==> src/core/ppg_timing_regs.svh <==
// Purpose: register offsets, field positions and reset values of the pulse timer channel pair
// Assumes: word-indexed plain register port, 4-bit address
// Notes:   definitions only
`ifndef PPG_TIMING_REGS_SVH
`define PPG_TIMING_REGS_SVH

// register indices on the plain port
`define ADDR_CYCLE       4'h0
`define ADDR_CH0_LEAD    4'h1
`define ADDR_CH0_TIMING  4'h2
`define ADDR_CH1_LEAD    4'h3
`define ADDR_CTRL        4'h4
`define ADDR_STATUS      4'h5

// timing register two layout
`define TIM_MSB          19
`define TIM_LSB          4
`define RATE_MSB         3
`define RATE_LSB         0
`define REG2_MSB         19

// control register layout
`define CTRL_EN_BIT      0
`define CTRL_IL_BIT      1
`define CTRL_PSC_MSB     7
`define CTRL_PSC_LSB     4
`define CTRL_MSEL_MSB    10
`define CTRL_MSEL_LSB    8

// reset values
`define RST_WORD16       16'h0000
`define RST_RATE         4'h0

// prescale codes
`define PSC_UNDIV        4'h0
`define PSC_DIV2         4'h8
`define PSC_DIV4         4'h9
`define PSC_DIV8         4'ha
`define PSC_DIV16        4'hb

// modulation cycle select codes
`define MSEL_NONE        3'h0
`define MSEL_1B          3'h1
`define MSEL_2B          3'h2
`define MSEL_3B          3'h3
`define MSEL_4B          3'h4

`endif

==> src/core/ppg_pkg.sv <==
// Purpose: shared types of the pulse timer channel pair
// Assumes: constants live in ppg_timing_regs.svh
// Notes:   control fields travel together as one struct
package ppg_pkg;

  // software control word
  typedef struct packed {
    logic [2:0] modulation_cycle_select_a; // modulation cycle length code
    logic [3:0] prescale_select;           // count clock divider code
    logic       interlock;                 // interlock mode
    logic       enable;                    // counter run
  } ctrl_t;

endpackage

==> src/core/ppg_prescaler.sv <==
// Purpose: makes the prescaled count clock as a one-cycle tick
// Assumes: runs on the system clock, selector from software
// Notes:   prohibited codes fall back to undivided so the counter never stalls
`timescale 1ns/100ps
`include "ppg_timing_regs.svh"

module ppg_prescaler #(
  parameter int DIV_W = 4               // divider width, largest ratio 2**DIV_W
) (
  input  wire logic             clk_sys_i,
  input  wire logic             rstn_i,
  input  wire logic [3:0]       prescale_select_i,
  output logic                  tick_o
);

  logic [DIV_W-1:0] div_q;              // free running divider
  logic [DIV_W-1:0] div_d;
  logic [DIV_W-1:0] mask;               // ratio minus one

  // decode the selector into a terminal mask
  always_comb begin
    div_d = div_q + {{(DIV_W-1){1'b0}}, 1'b1};
    unique case (prescale_select_i)
      `PSC_DIV2:  mask = DIV_W'(4'h1);
      `PSC_DIV4:  mask = DIV_W'(4'h3);
      `PSC_DIV8:  mask = DIV_W'(4'h7);
      `PSC_DIV16: mask = DIV_W'(4'hf);
      default:    mask = '0;           // undivided and prohibited codes
    endcase
    tick_o = (div_q & mask) == mask;
  end

  // divider register
  always_ff @(posedge clk_sys_i or negedge rstn_i) begin
    if (!rstn_i) begin
      div_q <= '0;
    end else begin
      div_q <= div_d;
    end
  end

endmodule

==> src/core/ppg_timing_core.sv <==
// Purpose: timing registers and pulse generation of a 16-bit pulse timer channel pair
// Assumes: plain register port, read data one cycle after the read strobe
// Notes:   all counting advances on the prescaled tick only
//
// Overview of operation
// - interlock mode applies modulation rate to channel zero
// - valid rate bits follow modulation cycle select
// - rate counts waves with trailing edge delayed
// - register three places channel one leading edge
// - prescale select divides timer clock or undivided
// - register one places channel zero leading edge
// - register zero sets the output cycle
//
// The register offsets and the plain strobed port were chosen for this implementation.
`timescale 1ns/100ps
`include "ppg_timing_regs.svh"

module ppg_timing_core #(
  parameter int CNT_W = 16              // counter and compare width
) (
  input  wire logic             clk_sys_i,
  input  wire logic             rstn_i,
  input  wire logic [3:0]       addr_i,
  input  wire logic [31:0]      wdata_i,
  input  wire logic             we_i,
  input  wire logic             re_i,
  output logic [31:0]           rdata_o,
  output logic                  ch0_pulse_output_o,
  output logic                  ch1_pulse_output_o
);

  // software registers
  logic [CNT_W-1:0]    cycle_value_q, cycle_value_d;
  logic [CNT_W-1:0]    ch0_lead_q, ch0_lead_d;
  logic [CNT_W-1:0]    ch0_timing_q, ch0_timing_d;
  logic [3:0]          rate_q, rate_d;
  logic [CNT_W-1:0]    ch1_lead_q, ch1_lead_d;
  ppg_pkg::ctrl_t      ctrl_q, ctrl_d;
  logic [31:0]         rdata_q, rdata_d;
  // timing state
  logic [CNT_W-1:0]    cnt_q, cnt_d;     // wave counter
  logic [3:0]          wave_q, wave_d;   // wave index in modulation cycle
  logic                p0_q, p0_d;
  logic                p1_q, p1_d;
  logic                tick;             // prescaled count clock
  logic                wrap;             // end of one rectangular wave
  logic [3:0]          eff_rate;         // rate after masking invalid bits
  logic [3:0]          wave_mask;        // modulation cycle length minus one
  logic                delay;            // this wave has its trailing edge late
  logic [CNT_W:0]      trail0;           // channel zero trailing match

  ppg_prescaler #(
    .DIV_W (4)
  ) u_psc (
    .clk_sys_i         (clk_sys_i),
    .rstn_i            (rstn_i),
    .prescale_select_i (ctrl_q.prescale_select),
    .tick_o            (tick)
  );

  // register write and read decode
  always_comb begin
    cycle_value_d = cycle_value_q;
    ch0_lead_d    = ch0_lead_q;
    ch0_timing_d  = ch0_timing_q;
    rate_d        = rate_q;
    ch1_lead_d    = ch1_lead_q;
    ctrl_d        = ctrl_q;
    rdata_d       = 32'h0000_0000;
    if (we_i) begin
      unique case (addr_i)
        `ADDR_CYCLE:      cycle_value_d = wdata_i[CNT_W-1:0];
        `ADDR_CH0_LEAD:   ch0_lead_d    = wdata_i[CNT_W-1:0];
        `ADDR_CH0_TIMING: begin
          ch0_timing_d = wdata_i[`TIM_MSB:`TIM_LSB];
          rate_d       = wdata_i[`RATE_MSB:`RATE_LSB];
        end
        `ADDR_CH1_LEAD:   ch1_lead_d    = wdata_i[CNT_W-1:0];
        `ADDR_CTRL: begin
          // fields placed one by one: the packed word has no hole where register bits 3:2 stay unused
          ctrl_d.enable                    = wdata_i[`CTRL_EN_BIT];
          ctrl_d.interlock                 = wdata_i[`CTRL_IL_BIT];
          ctrl_d.prescale_select           = wdata_i[`CTRL_PSC_MSB:`CTRL_PSC_LSB];
          ctrl_d.modulation_cycle_select_a = wdata_i[`CTRL_MSEL_MSB:`CTRL_MSEL_LSB];
        end
        default:          ;                                       // status and holes ignore writes
      endcase
    end
    if (re_i) begin
      unique case (addr_i)
        `ADDR_CYCLE:      rdata_d = {16'h0000, cycle_value_q};
        `ADDR_CH0_LEAD:   rdata_d = {16'h0000, ch0_lead_q};
        `ADDR_CH0_TIMING: rdata_d = {12'h000, ch0_timing_q, rate_q};
        `ADDR_CH1_LEAD:   rdata_d = {16'h0000, ch1_lead_q};
        `ADDR_CTRL:       rdata_d = {21'h000000, ctrl_q.modulation_cycle_select_a, ctrl_q.prescale_select,
                                     2'b00, ctrl_q.interlock, ctrl_q.enable};
        `ADDR_STATUS:     rdata_d = {14'h0000, p1_q, p0_q, cnt_q};
        default:          rdata_d = 32'h0000_0000;                   // unmapped reads zero
      endcase
    end
  end

  // modulation rate: only the top bits that the cycle select allows count
  always_comb begin
    unique case (ctrl_q.modulation_cycle_select_a)
      `MSEL_1B: begin eff_rate = {3'h0, rate_q[3]};   wave_mask = 4'h1; end
      `MSEL_2B: begin eff_rate = {2'h0, rate_q[3:2]}; wave_mask = 4'h3; end
      `MSEL_3B: begin eff_rate = {1'h0, rate_q[3:1]}; wave_mask = 4'h7; end
      `MSEL_4B: begin eff_rate = rate_q;              wave_mask = 4'hf; end
      default:  begin eff_rate = `RST_RATE;           wave_mask = 4'h0; end // none or illegal
    endcase
    // first eff_rate waves of each modulation cycle are stretched
    delay  = ctrl_q.interlock && (wave_q < eff_rate);
    trail0 = {1'b0, ch0_timing_q} + {{CNT_W{1'b0}}, delay};
  end

  // counter and pulse next state
  always_comb begin
    // the cycle comes from register zero even in interlock mode
    wrap  = cnt_q >= cycle_value_q;
    cnt_d = cnt_q;
    wave_d = wave_q;
    p0_d  = p0_q;
    p1_d  = p1_q;
    if (!ctrl_q.enable) begin
      cnt_d  = `RST_WORD16;
      wave_d = 4'h0;
      p0_d   = 1'b0;
      p1_d   = 1'b0;
    end else if (tick) begin
      cnt_d = wrap ? `RST_WORD16 : cnt_q + 16'h0001;
      if (wrap) begin
        wave_d = (wave_q + 4'h1) & wave_mask;
      end
      // trailing edges first so a leading match on the same count wins
      if ({1'b0, cnt_q} == trail0) begin
        p0_d = 1'b0;
      end
      if (wrap) begin
        p1_d = 1'b0;
      end
      if (cnt_q == ch0_lead_q) begin
        p0_d = 1'b1;
      end
      if (cnt_q == ch1_lead_q) begin
        p1_d = 1'b1;
      end
    end
  end

  // every register of the block
  always_ff @(posedge clk_sys_i or negedge rstn_i) begin
    if (!rstn_i) begin
      cycle_value_q <= `RST_WORD16;
      ch0_lead_q    <= `RST_WORD16;
      ch0_timing_q  <= `RST_WORD16;
      rate_q        <= `RST_RATE;
      ch1_lead_q    <= `RST_WORD16;
      ctrl_q        <= '0;
      rdata_q       <= 32'h0000_0000;
      cnt_q         <= `RST_WORD16;
      wave_q        <= 4'h0;
      p0_q          <= 1'b0;
      p1_q          <= 1'b0;
    end else begin
      cycle_value_q <= cycle_value_d;
      ch0_lead_q    <= ch0_lead_d;
      ch0_timing_q  <= ch0_timing_d;
      rate_q        <= rate_d;
      ch1_lead_q    <= ch1_lead_d;
      ctrl_q        <= ctrl_d;
      rdata_q       <= rdata_d;
      cnt_q         <= cnt_d;
      wave_q        <= wave_d;
      p0_q          <= p0_d;
      p1_q          <= p1_d;
    end
  end

  assign rdata_o            = rdata_q;
  assign ch0_pulse_output_o = p0_q;
  assign ch1_pulse_output_o = p1_q;
endmodule

==> config.mk <==
export PLATFORM = sky130hd
export DESIGN_NAME = ppg_timing_core
export DESIGN_NICKNAME = d
export VERILOG_FILES = /design/src/core/ppg_pkg.sv /design/src/core/ppg_prescaler.sv /design/src/core/ppg_timing_core.sv
export VERILOG_INCLUDE_DIRS = /design/src /design/src/core
export SDC_FILE = /design/constraint.sdc
export NUM_CORES = 1
export LEC_CHECK = 0
export CAP_MARGIN = 40
export CORE_UTILIZATION = 64
export CTS_CLUSTER_DIAMETER = 40
export DETAILED_ROUTE_END_ITERATION = 6
export DONT_BUFFER_PORTS = 1
export PLACE_DENSITY = 0.8
export SLEW_MARGIN = 20
export SYNTH_ARGS = -nofsm -noshare
export SYNTH_HDL_FRONTEND = slang
export SYNTH_SLANG_ARGS = --single-unit
==> constraint.sdc <==
create_clock -name clk_sys_i -period 4 [get_ports clk_sys_i]
set_input_delay 0.8 -clock clk_sys_i [delete_from_list [all_inputs] [get_ports clk_sys_i]]
set_output_delay 0.8 -clock clk_sys_i [all_outputs]
set_load 0.02 [all_outputs]
# Word level (Yosys, flattened, before mapping)
# Index checks and enable logic that the tools add are counted.
# word_totals
inputBits,40
output_inout_bits,34
ff_bits,135
elab_cells,73
# op_classes
addsub,4
n_reduce_logical,10
n_bitwise,2
eq_ne,21
muxes,19
order_cmp,2
# ops
op,count
one-hot mux 20 bit (6 select lines),1
2-to-1 mux 16 bit,3
one-hot mux 4 bit (4 select lines),3
equality test 16 bit,2
2-to-1 mux 20 bit,1
adder 16 x 1 -> 17 bit,1
equality test 16 x 17 -> 1 bit,1
adder 16 x 1 -> 16 bit (second input constant),1
equality test 4 bit (second input constant),4
>= comparator 16 bit,1
AND reduction 2 bit,8
2-to-1 mux 4 bit,3
adder 4 x 1 -> 4 bit (second input constant),2
AND 4 bit,2
equality test 4 x 2 -> 1 bit (second input constant),2
equality test 4 x 3 -> 1 bit (second input constant),2
2-to-1 mux 1 bit,8
equality test 3 x 2 -> 1 bit (second input constant),2
!= test 3 x 1 -> 1 bit (second input constant),2
equality test 4 x 1 -> 1 bit (second input constant),1
equality test 4 bit,1
zero test 4 bit,1
< comparator 4 bit,1
!= test 2 x 1 -> 1 bit (second input constant),2
other kinds (3),3

# Logic depth before layout (Yosys ltp)
# logic_depth
depth_word,10
ltp_mapped,17
depth_no_buf,15

# Modules after synthesis
# From an unflattened synthesis, not the netlist that was laid out.
# hier_totals
hier_cells,621
hier_area_um2,6802.8
# by_module_without_submodules
mod,area_each_um2,seq_area_each_um2,n_inst,cells_per_inst
ppg_timing_core,6630.1,2977.9,1,606
ppg_prescaler,172.7,100.1,1,15

# Worst setup path after synthesis
# No wires, ideal clock.
# synth_path
path_kind,register to register
start,register ctrl_q[6] (netlist name)
end,"register p0_q, in the netlist ch0_pulse_output_o"
synth_period_minus_slack_ns,3.200
setup_ns,0.133
path_slack_ns,0.800
required_ns,3.867
arrival_ns,3.067
path_stages_with_launch,18
path_cell_list,dfrtp_1 clkbuf_1 nor2_1 and2_1 clkbuf_1 a21oi_1 ha_1 o21ai_0 nand2b_1 a31oi_1 ha_1 ha_1 and2_1 nand3b_1 a2111oi_0 nand3_1 nor4_1 a31oi_1
# synth_via
elab_chain_len,8
elab_cells_between_ends,11
# synth_lines
element,line,source
start: declaration,ppg_timing_core.sv:38,"ppg_pkg::ctrl_t ctrl_q, ctrl_d;"
start signal: assignment,ppg_timing_core.sv:171,ctrl_q <= ctrl_d;
equality test 3 bit (tied with other cells),ppg_timing_core.sv:105,unique case (ctrl_q.modulation_cycle_select_a)
one-hot mux 4 bit (4 select lines) (*),ppg_timing_core.sv:105,
< comparator 4 bit (*),ppg_timing_core.sv:113,delay = ctrl_q.interlock && (wave_q < eff_rate);
logical AND 1 bit (*),ppg_timing_core.sv:113,
adder 16 x 1 -> 17 bit (*),ppg_timing_core.sv:114,"trail0 = {1'b0, ch0_timing_q} + {{CNT_W{1'b0}}, delay};"
equality test 16 x 17 -> 1 bit (*),ppg_timing_core.sv:136,"if ({1'b0, cnt_q} == trail0) begin"
!= test 3 x 1 -> 1 bit (no source line) (*),--,
AND reduction 2 bit (no source line) (*),--,
end signal: assignment,ppg_timing_core.sv:175,p0_q <= p0_d;
end: declaration,ppg_timing_core.sv:43,"logic p0_q, p0_d;"
# Mark *: on every way between the ends. The rest lies on a longest branch, timed or not.
# A chain may end at the register's enable or synchronous reset.

# Final worst setup path
# Same ends and word-level chain as after synthesis.

==> flow_summary.json <==
{
  "run_status": "complete, no violations",
  "cp-end-kind": "flop",
  "globalRouteTotalUtil_pct": 34.9,
  "dieHeight_um": 105,
  "drtAntennaViolNets": 0,
  "synth.area.top_cells": "dfrtp_1 (45%), mux2_2 (12%), a22oi_1 (4.7%)",
  "synth_cell_type_count": 55,
  "final_cell_mix": "dfrtp_1 (123), mux2_2 (74), a22oi_1 (43)",
  "regArea_um2": 3080,
  "n_antenna_cell": 0,
  "cp_slowest_cell": "dfrtp_1",
  "wl_per_cell_um": 23.0,
  "start_util_pct": 66.1,
  "cts_tree": "done",
  "critPathTopFamily": "simple AND/OR/NAND/NOR gates",
  "finalSetupViolCount": 0,
  "required_ps": 4410,
  "yosys.area.top_type": "dfrtp_1",
  "critPathMaxStageDelay_ps": 460,
  "final_layout_size_suffix_gt1_share_pct": 20.3,
  "finClkSkew_ps": 8.15,
  "seq_area_frac_synth_pct": 44.9,
  "hp-class": "input port to asynchronous set/reset pin",
  "fp.dieArea_um2": 11100,
  "ir_drop_mv": 0.475,
  "clock-sinks": 123,
  "ys_ff_latch": 123,
  "fin_cells": 785,
  "cp_num_buf_inv": 0,
  "synth_top_area_share_pct": 44.9,
  "grt_pass1_wl_um": 28500,
  "globalRouteOverflowTotal": 0,
  "numCtsBuffers": 17,
  "area_growth_pct": 10.6,
  "clk_path_buf_depth": 2,
  "fin_nets": 700,
  "rows": 37,
  "finalHoldViolations": 0,
  "multi_input_area_um2": 3450,
  "final_max_slew_viol_count": 0,
  "ctsResizeCount": 0,
  "fill_cells": 742,
  "synth_ff_type": "dfrtp_1",
  "cts_setup_buffers": 0,
  "dpl.hpwl_um": 12500,
  "dp_cells": 751,
  "drt-total-wl_um": 18000,
  "antenna_found_initial": 0,
  "clk_pin_slew_ps": 60,
  "grt_start_max_net_pins": 124,
  "relSlewSlack_pct": 41.2,
  "synth_warnings": 0,
  "grt_pass1_vias": 5255,
  "drtIter0Drc": 424,
  "drv_cap": 0,
  "cp_data_arrival_time_ps": 3990,
  "cts-htree-levels": 4,
  "period_share_pct": 89.5,
  "rsz0062_at_grt": "false",
  "core_um2": 10400,
  "cp_common_cell": "ha_1",
  "route.detailed.drc": 0,
  "final_util_pct": 73.1,
  "portBuffers": 0,
  "num_io_pins": 74,
  "final_common_cell": "dfrtp_1",
  "die_w_um": 105,
  "crit_chain": "nor2_1, and2_1, a21oi_1, ha_1, o21ai_0, nand2b_1, a31oi_1, ha_1, ha_1, and2_1, nand3b_1, a2111oi_0, nand3_1, nor4_1, a31oi_1",
  "synth_cells": 641,
  "start_kind": "flop",
  "via_count": 5215,
  "crit_fanout": 9,
  "root_buffer": "clkbuf_8",
  "max_clock_freq_mhz": 279,
  "critPathKind": "flop to flop",
  "ctsHoldBuffers": 1,
  "synth-async-reset-ratio_pct": 100,
  "postSynthAreaPerCell_um2": 10.7,
  "synth-edff-count": 0,
  "p_leak_nw": 3.31,
  "setup_tns_ps": 0,
  "clk_latency_ps": 540,
  "power.density_nw_per_um2": 522,
  "min_period_ps": 3580,
  "place_congestion": 0.931,
  "detail_route.first_pass.iterations": 6,
  "viasPerCell": 6.64,
  "netlist_area_um2": 6850,
  "tightest_slew_ps": 880
}
## through the flow
| step | total power, mW | hold WS (ps) | area [um^2] | setup WS, ps |
|---|---|---|---|---|
| global route | 4.13 | 250 | 7580 | 44.5 |
| CTS | 3.96 | 256 | 7560 | 426 |
| finish | 3.96 | 209 | 7580 | 419 |
| detailed placement | 2.43 | 490 | 6960 | 464 |
| floorplan | 2.24 | 446 | 6900 | 800 |
| global placement | 2.39 | 464 | 6890 | 533 |
## area by class of cell
cell class / instances / share of cell area [%]
clock inverters: 14 / 2.13
well taps: 136 / 2.25
flip-flops and latches: 123 / 40.6
multi-input cells: 447 / 45.6
inverters: 29 / 1.44
repair buffers: 18 / 2.49
clock buffers: 18 / 5.51
## registers in the layout, indices dropped and copies added, names as in the netlist
signal,flops
ch1_pulse_output_o,1
cnt_q,16
ch1_lead_q,16
cycle_value_q,16
rate_q,4
ctrl_q,9
ch0_lead_q,16
u_psc.div_q,4
ch0_pulse_output_o,1
wave_q,4
rdata_o,20
ch0_timing_q,16
## Yosys cell counts (5+ instances only)
library cell / count
nor2_1: 27
nor2b_1: 5
buf_2: 8
dfrtp_1: 123
mux2_2: 74
nor4_1: 12
and3_1: 7
clkbuf_1: 28
o21ai_0: 15
buf_4: 14
nand2_1: 32
a31oi_1: 20
ha_1: 24
nand4_1: 14
mux2i_1: 5
xnor2_1: 34
a22oi_1: 43
inv_1: 29
nand3_1: 15
a21oi_1: 12
xor2_1: 29
nor3_1: 5
## final timing paths
path,from,to,slack (ps),depth (start not counted)
worst max-delay path,ctrl_q[6]$_DFFE_PN0P_,ch0_pulse_output_o$_DFFE_PN0P_,420,15
worst min-delay path,rstn_i,rate_q[1]$_DFFE_PN0P_,210,1
worst max register to register,ctrl_q[6]$_DFFE_PN0P_,ch0_pulse_output_o$_DFFE_PN0P_,420,15
worst min register to register,u_psc.div_q[3]$_DFF_PN0_,u_psc.div_q[3]$_DFF_PN0_,500,1
max in group asynchronous,rstn_i,rdata_o[18]$_DFF_PN0_,3300,1
min in group clk_sys_i,wdata_i[15],ch0_lead_q[15]$_DFFE_PN0P_,400,1
## routing by layer
metal / share of wire, % / GRT usage (%)
met5: 0 / 0
met4: 4.0 / 16.3
met3: 9.5 / 10.0
met2: 47 / 53.5
met1: 40 / 45.8
## where the power goes
group	switching [mW]	internal (mW)	total, mW
Clock	0.594	0.899	1.49
Combinational	0.374	0.367	0.741
Sequential	0.279	1.44	1.72
Total	1.25	2.71	3.96
## kinds of logic after synthesis
| logic type | count (synthesis) | share of synthesized area [%] |
|---|---|---|
| flip-flops | 123 | 44.9 |
| AO/OA/AOI/OAI | 122 | 12.1 |
| AND/OR/NAND/NOR | 142 | 11.1 |
| XOR/XNOR | 63 | 8.05 |
| adder cells (fa/ha/maj) | 24 | 4.38 |
| other | 1 | 0.0547 |
| buffers and inverters | 82 | 5.62 |
| multiplexers | 84 | 13.8 |
Note: power is estimated with default switching activity, not from simulation.
